### config.mk
export PLATFORM = sky130hd
export DESIGN_NAME = idio_top
export DESIGN_NICKNAME = d
export VERILOG_FILES = /design/src/design/idio_pkg.sv /design/src/design/idio_sync.sv /design/src/design/idio_top.sv
export VERILOG_INCLUDE_DIRS = /design/src /design/src/design
export SDC_FILE = /design/constraint.sdc
export NUM_CORES = 1
export LEC_CHECK = 0
export CORE_MARGIN = 2
export CORE_UTILIZATION = 56
export DETAILED_ROUTE_END_ITERATION = 12
export DONT_BUFFER_PORTS = 1
export PLACE_DENSITY = 0.75
export SYNTH_ARGS = -nofsm -noshare
export SYNTH_HDL_FRONTEND = slang
export SYNTH_SLANG_ARGS = --single-unit
### constraint.sdc
create_clock -name REF_CLK_I -period 1.73 [get_ports REF_CLK_I]
set_clock_uncertainty 0.15 [all_clocks]
set_input_delay 0.2595 -clock REF_CLK_I [delete_from_list [all_inputs] [get_ports REF_CLK_I]]
set_output_delay 0.2595 -clock REF_CLK_I [all_outputs]
set_load 0.005 [all_outputs]
### src/design/idio_regs.svh
// named constants for the isolated digital i/o block
// assumes inclusion by bare name from the synchroniser and the top module
`ifndef IDIO_REGS_SVH
`define IDIO_REGS_SVH

// port index of the dedicated output port
`define IDIO_PORT_OUT 16'h0000
// port index of the dedicated input port
`define IDIO_PORT_IN 16'h0001
// highest legal line index inside a port
`define IDIO_LINE_MAX 16'h0007
// single-line state codes
`define IDIO_STATE_LOW 16'h0000
`define IDIO_STATE_HIGH 16'h0001
// configuration data codes for the direction
`define IDIO_DIR_IN 16'h0000
`define IDIO_DIR_OUT 16'h0001
// reset value of the output holding register
`define IDIO_OUT_RST 8'h00
// fill for the upper half of a read word
`define IDIO_UPPER_ZERO 8'h00
// value returned when a port has nothing to show
`define IDIO_LINES_ZERO 8'h00
// reset value of the synchroniser stages
`define IDIO_SYNC_RST 8'h00
// empty answer word
`define IDIO_WORD_ZERO 16'h0000

`endif

### src/design/idio_pkg.sv
// types shared by the isolated digital i/o block
// assumes idio_regs.svh is reachable on the include path
package idio_pkg;

  // request kinds from the host side
  typedef enum logic [2:0] {
    IDIO_OP_READ_PORT = 3'h0,
    IDIO_OP_READ_LINE = 3'h1,
    IDIO_OP_WRITE_PORT = 3'h2,
    IDIO_OP_WRITE_LINE = 3'h3,
    IDIO_OP_CONFIG = 3'h4
  } idio_op_t;

  // why a request was refused, or that it was not
  typedef enum logic [2:0] {
    IDIO_CAUSE_NONE = 3'h0,
    IDIO_CAUSE_BAD_PORT = 3'h1,
    IDIO_CAUSE_BAD_LINE = 3'h2,
    IDIO_CAUSE_NOT_OUTPUT = 3'h3,
    IDIO_CAUSE_BAD_VALUE = 3'h4,
    IDIO_CAUSE_BAD_OP = 3'h5
  } idio_cause_t;

  // one host request, taken in a single cycle
  typedef struct packed {
    idio_op_t op;
    logic [15:0] port;
    logic [15:0] line;
    logic [15:0] data;
  } idio_req_t;

  // one answer, one cycle after its request
  typedef struct packed {
    logic [15:0] data;
    logic err;
    logic warn;
    idio_cause_t cause;
  } idio_rsp_t;

endpackage

### src/design/idio_sync.sv
// three-stage synchroniser with agreement filter for field inputs
// assumes the inputs are asynchronous to clk_i
`timescale 1ns/100ps
`default_nettype none
`include "idio_regs.svh"

module idio_sync
  import idio_pkg::*;
#(
  parameter int WIDTH = 8
)
(
  input wire logic clk_i,
  input wire logic rst_i,
  input wire logic [WIDTH-1:0] async_i,
  output logic [WIDTH-1:0] level_o
);

  logic [WIDTH-1:0] s1_r;
  logic [WIDTH-1:0] s2_r;
  logic [WIDTH-1:0] s3_r;
  logic [WIDTH-1:0] level_r;
  logic [WIDTH-1:0] level_nxt;

  // per bit: a change counts only once stages two and three agree
  genvar gi;
  generate
    for (gi = 0; gi < WIDTH; gi++)
    begin : g_bit
      always_comb
      begin
        level_nxt[gi] = (s2_r[gi] == s3_r[gi]) ? s3_r[gi] : level_r[gi];
      end
    end
  endgenerate

  // stage one feeds stage two only, so metastability stays contained
  always_ff @(posedge clk_i or posedge rst_i)
  begin
    if (rst_i)
    begin
      s1_r <= WIDTH'(`IDIO_SYNC_RST);
      s2_r <= WIDTH'(`IDIO_SYNC_RST);
      s3_r <= WIDTH'(`IDIO_SYNC_RST);
      level_r <= WIDTH'(`IDIO_SYNC_RST);
    end
    else
    begin
      s1_r <= async_i;
      s2_r <= s1_r;
      s3_r <= s2_r;
      level_r <= level_nxt;
    end
  end

  assign level_o = level_r;

endmodule
`default_nettype wire

### src/design/idio_top.sv
// isolated digital i/o ports: one output port, one input port, host request port
// assumes one 50 MHz clock, async high reset, field inputs asynchronous
// assumes at most one request per cycle; the host needs no back-pressure
// assumes field edges are far slower than the clock, so no debounce is kept
// assumes the host treats err as refused and warn as read-back of port 0
// Function
// - Port 0 is the dedicated output port and port 1 the dedicated input port.
// - Only port index 0 and 1 are valid; any other index is refused.
// - Each port has eight lines addressed by line index 0 to 7.
// - A line state is 0 for low and 1 for high, on reads and on writes.
// - Reading port 1 returns the levels the field drives; port 0 in input direction reads zero.
// - Reading the output port in output direction returns its last written value.
// - A port read returns line 0 in bit 0 and each higher line in the next bit.
// - The upper eight bits of every read word are zero.
// - A port write uses only the low eight bits, bit 0 to line 0.
// - A line write changes only the addressed line.
// - A write to a port not in output direction changes nothing and reports an error.
// - Reading the output port in output direction also raises a warning.
// - After reset both ports are in the input direction until configured.
`timescale 1ns/100ps
`default_nettype none
`include "idio_regs.svh"

module idio_top
  import idio_pkg::*;
#(
  parameter int LINES = 8
)
(
  input wire logic REF_CLK_I,
  input wire logic SYS_RST_I,
  input wire logic REQ_VALID_I,
  input wire idio_req_t REQ_I,
  output logic REQ_READY_O,
  output logic RSP_VALID_O,
  output idio_rsp_t RSP_O,
  input wire logic [LINES-1:0] FIELD_IN_I,
  output logic [LINES-1:0] FIELD_OUT_O,
  output logic FIELD_OUT_EN_O
);

  // output port state
  logic [LINES-1:0] out_r;
  logic [LINES-1:0] out_nxt;
  logic dir_out_r;
  logic dir_out_nxt;

  // answer state
  logic rsp_valid_r;
  logic rsp_valid_nxt;
  idio_rsp_t rsp_r;
  idio_rsp_t rsp_nxt;

  // filtered field inputs
  logic [LINES-1:0] in_lvl;

  // request decode
  logic port_is_out;
  logic port_is_in;
  logic port_ok;
  logic line_ok;
  logic state_ok;
  logic dir_ok;
  logic [2:0] line_sel;
  logic [LINES-1:0] port_lines;
  logic [LINES-1:0] line_write_val;
  logic is_write;
  // writes land only on port 0 while it drives
  logic out_writable;
  logic wr_refused;

  // field inputs come from another domain, so they pass the filter
  // a stable pin shows in reads four edges later; one-cycle glitches never do
  idio_sync #(
    .WIDTH(LINES)
  ) u_sync (
    .clk_i(REF_CLK_I),
    .rst_i(SYS_RST_I),
    .async_i(FIELD_IN_I),
    .level_o(in_lvl)
  );

  // every request is answered in one cycle, so the port never stalls
  // a held REQ_VALID_I counts as one request per cycle
  assign REQ_READY_O = 1'b1;

  // index checks against the two legal ports and eight lines
  // indexes stay 16 bits wide so out-of-range values can be refused
  always_comb
  begin
    port_is_out = (REQ_I.port == `IDIO_PORT_OUT);
    port_is_in = (REQ_I.port == `IDIO_PORT_IN);
    port_ok = port_is_out || port_is_in;
    line_ok = (REQ_I.line <= `IDIO_LINE_MAX);
    state_ok = (REQ_I.data == `IDIO_STATE_LOW) || (REQ_I.data == `IDIO_STATE_HIGH);
    dir_ok = (REQ_I.data == `IDIO_DIR_IN) || (REQ_I.data == `IDIO_DIR_OUT);
    line_sel = REQ_I.line[2:0];
    is_write = (REQ_I.op == IDIO_OP_WRITE_PORT) || (REQ_I.op == IDIO_OP_WRITE_LINE);
    out_writable = port_is_out && dir_out_r;
    wr_refused = is_write && !out_writable;
  end

  // what the addressed port shows right now
  // registered output, so a read right after a write already sees it
  always_comb
  begin
    if (port_is_out)
    begin
      // port 0 has no field inputs; in input direction it shows nothing
      port_lines = dir_out_r ? out_r : `IDIO_LINES_ZERO;
    end
    else
    begin
      port_lines = in_lvl;
    end
  end

  // per line: only the addressed bit takes the new state
  // line_sel wraps above 7, but line_ok refuses those before use
  genvar gi;
  generate
    for (gi = 0; gi < LINES; gi++)
    begin : g_line
      always_comb
      begin
        line_write_val[gi] = (line_sel == 3'(gi)) ? REQ_I.data[0] : out_r[gi];
      end
    end
  endgenerate

  // next state of the output port and its direction
  // reads never move state; only accepted writes and configs do
  always_comb
  begin
    out_nxt = out_r;
    dir_out_nxt = dir_out_r;
    if (REQ_VALID_I)
    begin
      unique case (REQ_I.op)
        IDIO_OP_WRITE_PORT:
        begin
          // refused writes fall through and keep every line
          if (out_writable)
          begin
            out_nxt = REQ_I.data[LINES-1:0];
          end
        end
        IDIO_OP_WRITE_LINE:
        begin
          if (out_writable && line_ok && state_ok)
          begin
            out_nxt = line_write_val;
          end
        end
        IDIO_OP_CONFIG:
        begin
          // only port 0 may turn to output; port 1 stays input
          // the value is kept, so turning back to output restores the pattern
          if (port_is_out && dir_ok)
          begin
            dir_out_nxt = (REQ_I.data == `IDIO_DIR_OUT);
          end
        end
        default:
        begin
          out_nxt = out_r;
        end
      endcase
    end
  end

  // next answer: data, error and warning, one cycle after the request
  // refusals are checked in the order port, line, direction, value; config checks value before direction
  always_comb
  begin
    rsp_valid_nxt = REQ_VALID_I;
    rsp_nxt.data = `IDIO_WORD_ZERO;
    rsp_nxt.err = 1'b0;
    rsp_nxt.warn = 1'b0;
    rsp_nxt.cause = IDIO_CAUSE_NONE;
    if (REQ_VALID_I)
    begin
      if (!port_ok)
      begin
        rsp_nxt.err = 1'b1;
        rsp_nxt.cause = IDIO_CAUSE_BAD_PORT;
      end
      else
      begin
        unique case (REQ_I.op)
          IDIO_OP_READ_PORT:
          begin
            // warning only when port 0 drives; field reads never warn
            rsp_nxt.data = {`IDIO_UPPER_ZERO, port_lines};
            rsp_nxt.warn = out_writable;
          end
          IDIO_OP_READ_LINE:
          begin
            if (!line_ok)
            begin
              rsp_nxt.err = 1'b1;
              rsp_nxt.cause = IDIO_CAUSE_BAD_LINE;
            end
            else
            begin
              // state sits in bit 0 as 0 or 1
              rsp_nxt.data = {15'h0000, port_lines[line_sel]};
              rsp_nxt.warn = out_writable;
            end
          end
          IDIO_OP_WRITE_PORT:
          begin
            if (wr_refused)
            begin
              rsp_nxt.err = 1'b1;
              rsp_nxt.cause = IDIO_CAUSE_NOT_OUTPUT;
            end
          end
          IDIO_OP_WRITE_LINE:
          begin
            if (!line_ok)
            begin
              rsp_nxt.err = 1'b1;
              rsp_nxt.cause = IDIO_CAUSE_BAD_LINE;
            end
            else if (wr_refused)
            begin
              rsp_nxt.err = 1'b1;
              rsp_nxt.cause = IDIO_CAUSE_NOT_OUTPUT;
            end
            else if (!state_ok)
            begin
              rsp_nxt.err = 1'b1;
              rsp_nxt.cause = IDIO_CAUSE_BAD_VALUE;
            end
          end
          IDIO_OP_CONFIG:
          begin
            if (!dir_ok)
            begin
              rsp_nxt.err = 1'b1;
              rsp_nxt.cause = IDIO_CAUSE_BAD_VALUE;
            end
            else if (port_is_in && (REQ_I.data == `IDIO_DIR_OUT))
            begin
              // the input port has no drivers, so output is refused
              rsp_nxt.err = 1'b1;
              rsp_nxt.cause = IDIO_CAUSE_NOT_OUTPUT;
            end
          end
          default:
          begin
            rsp_nxt.err = 1'b1;
            rsp_nxt.cause = IDIO_CAUSE_BAD_OP;
          end
        endcase
      end
    end
  end

  // output port registers; reset leaves both ports as inputs
  // async reset quiets the pins even while the clock is stopped
  always_ff @(posedge REF_CLK_I or posedge SYS_RST_I)
  begin
    if (SYS_RST_I)
    begin
      out_r <= LINES'(`IDIO_OUT_RST);
      dir_out_r <= 1'b0;
    end
    else
    begin
      out_r <= out_nxt;
      dir_out_r <= dir_out_nxt;
    end
  end

  // answer registers
  // a zero answer between requests keeps idle cycles clean
  always_ff @(posedge REF_CLK_I or posedge SYS_RST_I)
  begin
    if (SYS_RST_I)
    begin
      rsp_valid_r <= 1'b0;
      rsp_r <= '0;
    end
    else
    begin
      rsp_valid_r <= rsp_valid_nxt;
      rsp_r <= rsp_nxt;
    end
  end

  // pins hold the register value between writes
  // the enable marks drive; the value itself survives direction changes
  assign FIELD_OUT_O = out_r;
  assign FIELD_OUT_EN_O = dir_out_r;
  assign RSP_VALID_O = rsp_valid_r;
  assign RSP_O = rsp_r;

endmodule
`default_nettype wire

## After elaboration in Yosys (flattened, before gate mapping)

Index checks and enable logic that the tools add are counted.

- Bits of input ports: 62
- Register bits after elaboration: 63
- Logic and storage cells: 122

- Muxes and demuxes: 40
- $lt $le $gt $ge: 2
- Equal/unequal tests: 31
- Reduce and logical (&&, ||, !) cells: 24

Operators by type and width:

| kind | count |
|---|---|
| $reduce_and 5->1 | 8 |
| $eq 16x1->1 const B | 2 |
| $logic_not 16->1 | 2 |
| $mux 8 | 4 |
| $pmux 16 s2 | 1 |
| $mux 21 | 1 |
| $mux 1 | 20 |
| $ne 2x1->1 const B | 9 |
| $le 16x3->1 const B | 1 |
| $mux 16 | 1 |
| $pmux 8 s2 | 1 |
| $eq 3x3->1 const B | 5 |
| $mux 3 | 5 |
| $pmux 3 s5 | 1 |
| $eq 3x2->1 const B | 4 |
| $eq 1x1->1 | 8 |
| $eq 3x1->1 const B | 2 |
| $logic_and 1x1->1 | 6 |
| $logic_not 3->1 | 2 |
| $mux 2 | 3 |
| $pmux 1 s5 | 1 |
| $lt 3x4->1 const B | 1 |
| $bmux 1 s3 | 1 |
| $logic_or 1x1->1 | 3 |
| other kinds (5) | 5 |

## Logic depth before layout (Yosys ltp)

Gate-level depths: netlist (run 1).

- Depth after elaboration: 9
- Depth in mapped cells: 9

## By module

Synthesis (run 1) repeated with hierarchy kept, for this count alone.

- Cells, all modules: 224
- Area total of the unflattened synthesis: 2468.6 µm²

Modules (own cells, without submodules):

| module | times used | sequential area each (µm²) | area each (µm²) | cells an instance |
|---|---|---|---|---|
| idio_top | 1 | 575.6 | 1574.0 | 183 |
| idio_sync | 1 | 800.8 | 894.6 | 41 |

## Worst setup path after synthesis (run 1)

OpenSTA, ideal clock, no wires.

- Path kind: in2reg
- From: input port REQ_I[37] (netlist name)
- To: register out_r[0], in the netlist FIELD_OUT_O[0]
- Data arrival time: 1.957 ns
- Path buffers: 1
- Cell stages on the path: 7
- Setup time: 0.128 ns
- Setup slack: -0.505 ns
- Path through: or4_4 > nor3_2 > nand3_2 > and4b_1 > buf_2 > o21ai_1 > mux2_1

- Word-level cells in the longest chain between the ends: 6

RTL lines:

| what | RTL line | text |
|---|---|---|
| from (decl) | idio_top.sv:33 | `input wire idio_req_t REQ_I,` |
| $logic_not 16->1 (no source line) (*) | -- |  |
| $logic_and 1x1->1 (*) | idio_top.sv:99 | `out_writable = port_is_out && dir_out_r;` |
| $logic_and 1x1->1 (2 in a row) | idio_top.sv:150 | `if (out_writable && line_ok && state_ok)` |
| $ne 2x1->1 (no source line) | -- |  |
| $reduce_and 5->1 (no source line) (*) | -- |  |
| to (signal assigned) | idio_top.sv:267 | `` out_r <= LINES'(`IDIO_OUT_RST); `` |
| to (signal assigned) | idio_top.sv:272 | `out_r <= out_nxt;` |
| to (decl) | idio_top.sv:43 | `logic [LINES-1:0] out_r;` |

Every way passes the cells marked *; elsewhere a longest branch is shown, timed or not.
A chain may end at the register's enable or synchronous reset.

==> results of run 1 <==
-- cell usage in the layout (no fill, tap or decap), types with 8 or more instances in the layout --
master	synthesis	final
maj3_1	8	8
nand2_1	25	25
a21oi_1	28	12
o21ai_0	14	8
a21oi_2	0	15
dfrtp_1	55	55
dlygate4sd3_1	0	14
nor2_1	9	9
conb_1	2	9
buf_4	10	16
-- per-layer routing --
layer / wire (um) / GRT usage [%] / vias up / share of wire, %
met2: 2630 / 35.0 / 80 / 48
met5: 0 / 0 / - / 0
met1: 2270 / 28.0 / 939 / 42
li1: - / - / 916 / -
met4: 126 / 10.5 / 0 / 2.3
met3: 438 / 8.66 / 16 / 8.0
-- critical path, delay by kind of cell --
| family | cells | cell delay [ns] |
|---|---|---|
| compound gates | 2 | 0.24 |
| simple gates | 4 | 1.46 |
-- flip-flops by register name, indices dropped and copies added (netlist names) --
| signal | flops |
|---|---|
| RSP_O | 13 |
| FIELD_OUT_O | 8 |
| u_sync.s3_r | 8 |
| u_sync.s1_r | 8 |
| u_sync.s2_r | 8 |
| u_sync.level_o | 8 |
| FIELD_OUT_EN_O | 1 |
| RSP_VALID_O | 1 |
-- synthesized netlist by cell type, types with 2 or more instances --
| master | number | share of area [%] |
|---|---|---|
| nor3_1 | 7 | 1.4 |
| a31oi_1 | 3 | 0.76 |
| maj3_1 | 8 | 3.3 |
| nand3b_1 | 3 | 0.91 |
| o21ai_0 | 14 | 2.8 |
| a22oi_1 | 2 | 0.61 |
| nor3_2 | 2 | 0.81 |
| nand2b_1 | 3 | 0.76 |
| or3_1 | 3 | 0.76 |
| nand4_1 | 5 | 1.3 |
| and3_1 | 2 | 0.51 |
| nor2b_1 | 3 | 0.76 |
| conb_1 | 2 | 0.30 |
| dfrtp_1 | 55 | 56 |
| o22ai_1 | 3 | 0.76 |
| nor2_1 | 9 | 1.4 |
| a21o_1 | 2 | 0.61 |
| inv_1 | 6 | 0.91 |
| nand2_1 | 25 | 3.8 |
| buf_4 | 10 | 3.0 |
| nand3_1 | 9 | 1.8 |
| clkbuf_1 | 9 | 1.4 |
| o211ai_1 | 2 | 0.61 |
| a21oi_1 | 28 | 5.7 |
| nor4_1 | 7 | 1.8 |
| and2_1 | 2 | 0.51 |
-- power groups by stage --
stage                     logic, mW  registers (mW)  clock network [mW]
after CTS                     0.174            1.36               0.710
after floorplan               0.139            1.38                   0
after global placement        0.138            1.39                   0
after detailed placement      0.142            1.39                   0
final                         0.179            1.36               0.696
after global routing          0.202            1.37               0.760
-- worst min-delay path by stage --
stage	from	to	slack, ns	cells past startpoint
2_1_floorplan	REQ_VALID_I	RSP_VALID_O	0.14	0
3_3_place_gp	SYS_RST_I	u_sync.level_o[2]	0.04	1
3_5_place_dp	SYS_RST_I	u_sync.level_o[2]	0.04	1
4_1_cts	REQ_I[48]	RSP_O[1]	0.01	2
5_1_grt	REQ_I[48]	RSP_O[5]	0.03	3
6_report	REQ_I[48]	RSP_O[3]	0.03	2
-- cell families after synthesis --
group | after synthesis | share of synthesized area (%)
buffers and inverters | 27 | 5.69
AO/OA/AOI/OAI | 62 | 14.4
multiplexers | 2 | 0.863
flip-flops | 55 | 55.9
adder cells (fa/ha/maj) | 8 | 3.25
AND/OR/NAND/NOR | 89 | 19.6
other | 2 | 0.305
-- final cells by class --
cell class / count / share of cell area, %
clock buffers: 5 / 2.26
clock inverters: 2 / 0.575
inverters: 6 / 0.862
multi-input cells: 170 / 37.1
flip-flops and latches: 55 / 45.2
well taps: 52 / 2.13
repair buffers: 38 / 11.9
-- timing repair --
item                       in CTS  in global routing
gates resized for setup        11                 21
setup buffers                   1                  5
hold endpoints to repair       40                  0
hold buffers                   14                  0
setup endpoints to repair      14                 17
pin swaps                       3                 11
-- stage by stage --
| stage | instance area (sq um) | utilization (%) | hold slack (ns) |
|---|---|---|---|
| after global placement | 2670 | 62.1 | 0.0384 |
| after detailed placement | 2670 | 62.1 | 0.0448 |
| after floorplan | 2570 | - | 0.141 |
| after global routing | 3050 | 71.0 | 0.0258 |
| final | 3050 | 71.0 | 0.0274 |
| after CTS | 2940 | 68.4 | 0.0109 |
==> impl_metrics.csv, run 1 <==
group,metric,value,unit
outcome,status,"finished with violations",
outcome,violations,"setup timing",
route,drt_iter0_markers,108,
die,die_h,70.3,um
synth,yosysUniqueCellTypes,47,
power,p_int,1.70,mW
synth,yosys_warnings,0,
cts,cts_tree,"yes",
worst_setup_path,cp-startpoint,"REQ_I[41]",
die,dieArea,4950,sq um
cells_and_area,nets,338,
synth,synth-main-ff-cell,"dfrtp_1",
die,row_count,24,
cts,clk_pin_slew_worst_paths,0.09,ns
cells_and_area,register_area,1380,sq um
worst_setup_path,required,1.81,ns
cts,cts-htree-levels,2,
power,leakage,1.25,nW
timing,rsz0062_at_grt,"true",
grt,grt_max_degree,33,
worst_hold_path,hold_class,"in -> reg",
route,viasPerCell,5.95,
die,die_w,70.3,um
die,core-area,4290,sq um
placement,port_buffers,0,
worst_setup_path,cp_max_fo,5,
die,ios,94,
power,p_comb_share,8.0,%
placement,pre_cts_ws,-0.561,ns
worst_setup_path,cpPeakStageDelay,0.53,ns
worst_setup_path,crit_end,"RSP_O[5]",
job,maxCapViolCount,0,
synth,yosysSeqAreaShare,55.9,%
worst_setup_path,crit_arrival,1.96,ns
cells_and_area,final_layout_size_suffix_gt1_share,25.0,%
power,clkPwrFrac,31.1,%
cts,clock-sinks,55,
timing,max_freq,0.531,GHz
power,power.density,734,nW/um^2
timing,slew_violations,0,
route,vias,1951,
cts,numCtsBuffers,5,
placement,hpwl,3.94,mm
power,p_sw_share,23.9,%
synth,synth_area,2460,sq um
timing,finalWorstSetupSlack,-0.155,ns
cts,cts_root_buf,"clkbuf_8",
worst_setup_path,r2r_setup_slack,0.07,ns
cts,clk_latency,0.31,ns
route,antenna_left,0,
grt,overflow,0,
worst_setup_path,endpoint_kind,"flip-flop",
synth,synth_area_per_cell,10.1,sq um
synth,synth_edf_count,0,
grt,grt_pass1_wl,8.72,mm
grt,grt_pass1_vias,1933,
worst_setup_path,regToRegEndpoint,"RSP_O[5]",
grt,grt_use_total,22.6,%
route,wl,5.47,mm
route,drc,0,
route,wire_per_inst,16.7,um
synth,async_flop_share,100,%
synth,synth_seq_cells,55,
cts,clock_path_buffers,2,
worst_setup_path,startpoint_type,"primary input",
cells_and_area,n_fill_cell,295,
worst_setup_path,r2r-start,"FIELD_OUT_EN_O",
timing,hold_viol,0,
cells_and_area,area_growth,23.7,%
route,dr.pass1.iters,4,
timing,min_period_over_period,109,%
timing,worstMarginPinSlew,0.522,ns
placement,dp.cells,303,
cells_and_area,multi_input_area,1130,sq um
cells_and_area,diodes,0,
timing,min_period,1.88,ns
worst_setup_path,critPathSlowestCell,"or4_4",
power,p_total,2.24,mW
placement,place.gp.congestion,0.836,
worst_setup_path,ff2ff_path_depth,4,
timing,maxSlewHeadroom,65.1,%
power,p_seq_share,60.9,%
cells_and_area,instances_no_fill,328,
timing,fin_setup_tns,-0.981,ns
power,vdd_drop_max,0.000523,V
grt,antenna_found_initial,0,
die,start_util,57.4,%
worst_setup_path,path_class,"in -> reg",
power,switching_power,534,uW
worst_setup_path,cp_cell_sequence,"or4_4 -> or3_4 -> nor3_2 -> a21oi_1 -> or4_1 -> a31oi_1",
timing,setup_viol,11,
synth,netlist_instances,245,
Note: power is estimated with default switching activity, not from simulation.
==> inputs of run 2 (changes only) <==
--- a/config.mk
+++ b/config.mk
@@ -11,6 +11,8 @@
 export DETAILED_ROUTE_END_ITERATION = 12
 export DONT_BUFFER_PORTS = 1
 export PLACE_DENSITY = 0.75
+export SETUP_SLACK_MARGIN = 0.2
+export SKIP_CTS_REPAIR_TIMING = 1
 export SYNTH_ARGS = -nofsm -noshare
 export SYNTH_HDL_FRONTEND = slang
 export SYNTH_SLANG_ARGS = --single-unit
==> run 2 against run 1 <==
  * The flow finishes with violations (hold timing, setup timing)
  * Sequential power about the same
  * Clock-buffer cell count up 1
  * Worst setup slack lost 0.031 ns
  * Critical endpoint unchanged
  * Highest routed layer unchanged
==> impl_metrics.csv, run 2 (synthesis gave the netlist of run 1 again) <==
group,metric,value,unit
outcome,status,"finished with violations",
outcome,violations,"hold timing, setup timing",
grt,grt_pass1_wl,8.18,mm
timing,min_period,1.92,ns
power,p_int,1.76,mW
cells_and_area,largest_reg_flops,13,
timing,hold_viol,1,
cts,cts_root_buf,"clkbuf_8",
route,wire_per_inst,17.3,um
die,die_h,70.3,um
route,drc,0,
cts,cts-htree-levels,2,
route,antenna_left,0,
worst_hold_path,hold_class,"in -> reg",
cells_and_area,layout_commonest_cell,"dfrtp_1",
cells_and_area,n_fill_cell,315,
power,power.density,755,nW/um^2
route,wl,5.66,mm
cells_and_area,area_growth,24.7,%
cells_and_area,multi_input_area,1160,sq um
timing,min_period_over_period,111,%
power,p_total,2.32,mW
cts,numCtsBuffers,5,
cells_and_area,register_area,1380,sq um
die,row_count,24,
die,dieArea,4950,sq um
grt,grt_use_total,21.0,%
grt,grt_max_degree,56,
die,core-area,4290,sq um
cells_and_area,nets,337,
cts,clk_pin_slew_worst_paths,0.10,ns
timing,max_freq,0.522,GHz
grt,grt_pass1_vias,1725,
power,p_comb_share,7.9,%
power,switching_power,562,uW
cts,cts_tree,"yes",
placement,place.gp.congestion,0.833,
power,clkPwrFrac,33.3,%
worst_setup_path,crit_arrival,1.95,ns
cells_and_area,diodes,0,
route,vias,1934,
worst_setup_path,path_class,"in -> reg",
power,vdd_drop_max,0.000803,V
worst_setup_path,cp_max_fo,5,
worst_setup_path,startpoint_type,"primary input",
timing,finalWorstSetupSlack,-0.185,ns
route,viasPerCell,5.90,
cells_and_area,final_layout_size_suffix_gt1_share,25.7,%
cells_and_area,instances_no_fill,328,
timing,slew_violations,0,
die,start_util,57.4,%
timing,setup_viol,12,
cts,clk_latency,0.31,ns
route,dr.pass1.iters,5,
job,maxCapViolCount,0,
die,ios,94,
power,p_seq_share,58.8,%
worst_setup_path,endpoint_kind,"flip-flop",
grt,antenna_found_initial,0,
timing,holdWs,-0.00609,ns
placement,port_buffers,0,
worst_setup_path,required,1.77,ns
cells_and_area,most-common-layout-cells,"dfrtp_1 (55), nand2_1 (25), buf_4 (16)",
route,drt_iter0_markers,135,
cts,clock-sinks,55,
grt,overflow,0,
power,p_sw_share,24.3,%
die,die_w,70.3,um
power,leakage,1.25,nW
cts,clock_path_buffers,2,
placement,hpwl,3.76,mm
timing,rsz0062_at_grt,"true",
placement,dp.cells,303,
[run 2: cell count changes in the layout (fill, tap and decap cells not counted), sizes merged]
cell / change
clkinv: -1
buf: -1
clkbuf: +1
inv: +1
[run 2: power by group through the flow]
| stage | sequential, mW | clock, mW | combinational (mW) |
|---|---|---|---|
| floorplan | 1.38 | 0 | 0.140 |
| global placement | 1.39 | 0 | 0.139 |
| detailed placement | 1.39 | 0 | 0.143 |
| CTS | 1.36 | 0.778 | 0.144 |
| global route | 1.37 | 0.823 | 0.203 |
| finish | 1.36 | 0.772 | 0.182 |
[run 2: stage by stage]
step	setup TNS [ns]	instance area (sq um)	hold slack [ns]	util, %	setup slack [ns]
final	-0.933	3070	-0.00609	71.5	-0.185
after global placement	-6.83	2680	0.0747	62.5	-0.463
after detailed placement	-6.86	2680	0.0763	62.5	-0.536
after CTS	-0.663	2780	-0.260	64.8	-0.205
after global routing	-1.53	3070	0.00966	71.5	-0.198
after floorplan	-4.29	2580	0.141	-	-0.459
[run 2: worst max-delay path: stages]
cell       delay (ns)
or4_4            0.52
or3_4            0.39
o21ai_1          0.22
a21oi_1          0.12
a2111oi_2        0.30
a31oi_1          0.15
[run 2: final cells by class]
type | count | area share (%)
Multi-Input combinational cell | 170 | 37.6
Timing Repair Buffer | 37 | 11.3
Clock buffer | 6 | 2.69
Sequential cell | 55 | 44.8
Tap cell | 52 | 2.12
Inverter | 6 | 0.855
Clock inverter | 2 | 0.570
[run 2: worst paths after layout]
kind	to	depth (start not counted)	from	slack, ns
max	RSP_O[5]	6	REQ_I[41]	-0.19
min	RSP_O[2]	2	REQ_I[50]	-0.006
max reg2reg	RSP_O[5]	4	FIELD_OUT_EN_O	-0.02
min reg2reg	u_sync.s2_r[0]	0	u_sync.s1_r[0]	0.21
max in group asynchronous	u_sync.s3_r[6]	3	SYS_RST_I	0.85
min in group asynchronous	u_sync.level_o[2]	3	SYS_RST_I	0.34
[run 2: layer usage]
layer | vias up | track usage, % | share of wire [%]
li1 | 916 | - | -
met4 | 0 | 7.26 | 1.3
met1 | 933 | 26.7 | 39
met5 | - | 0 | 0
met2 | 78 | 33.5 | 52
met3 | 7 | 6.93 | 7.8
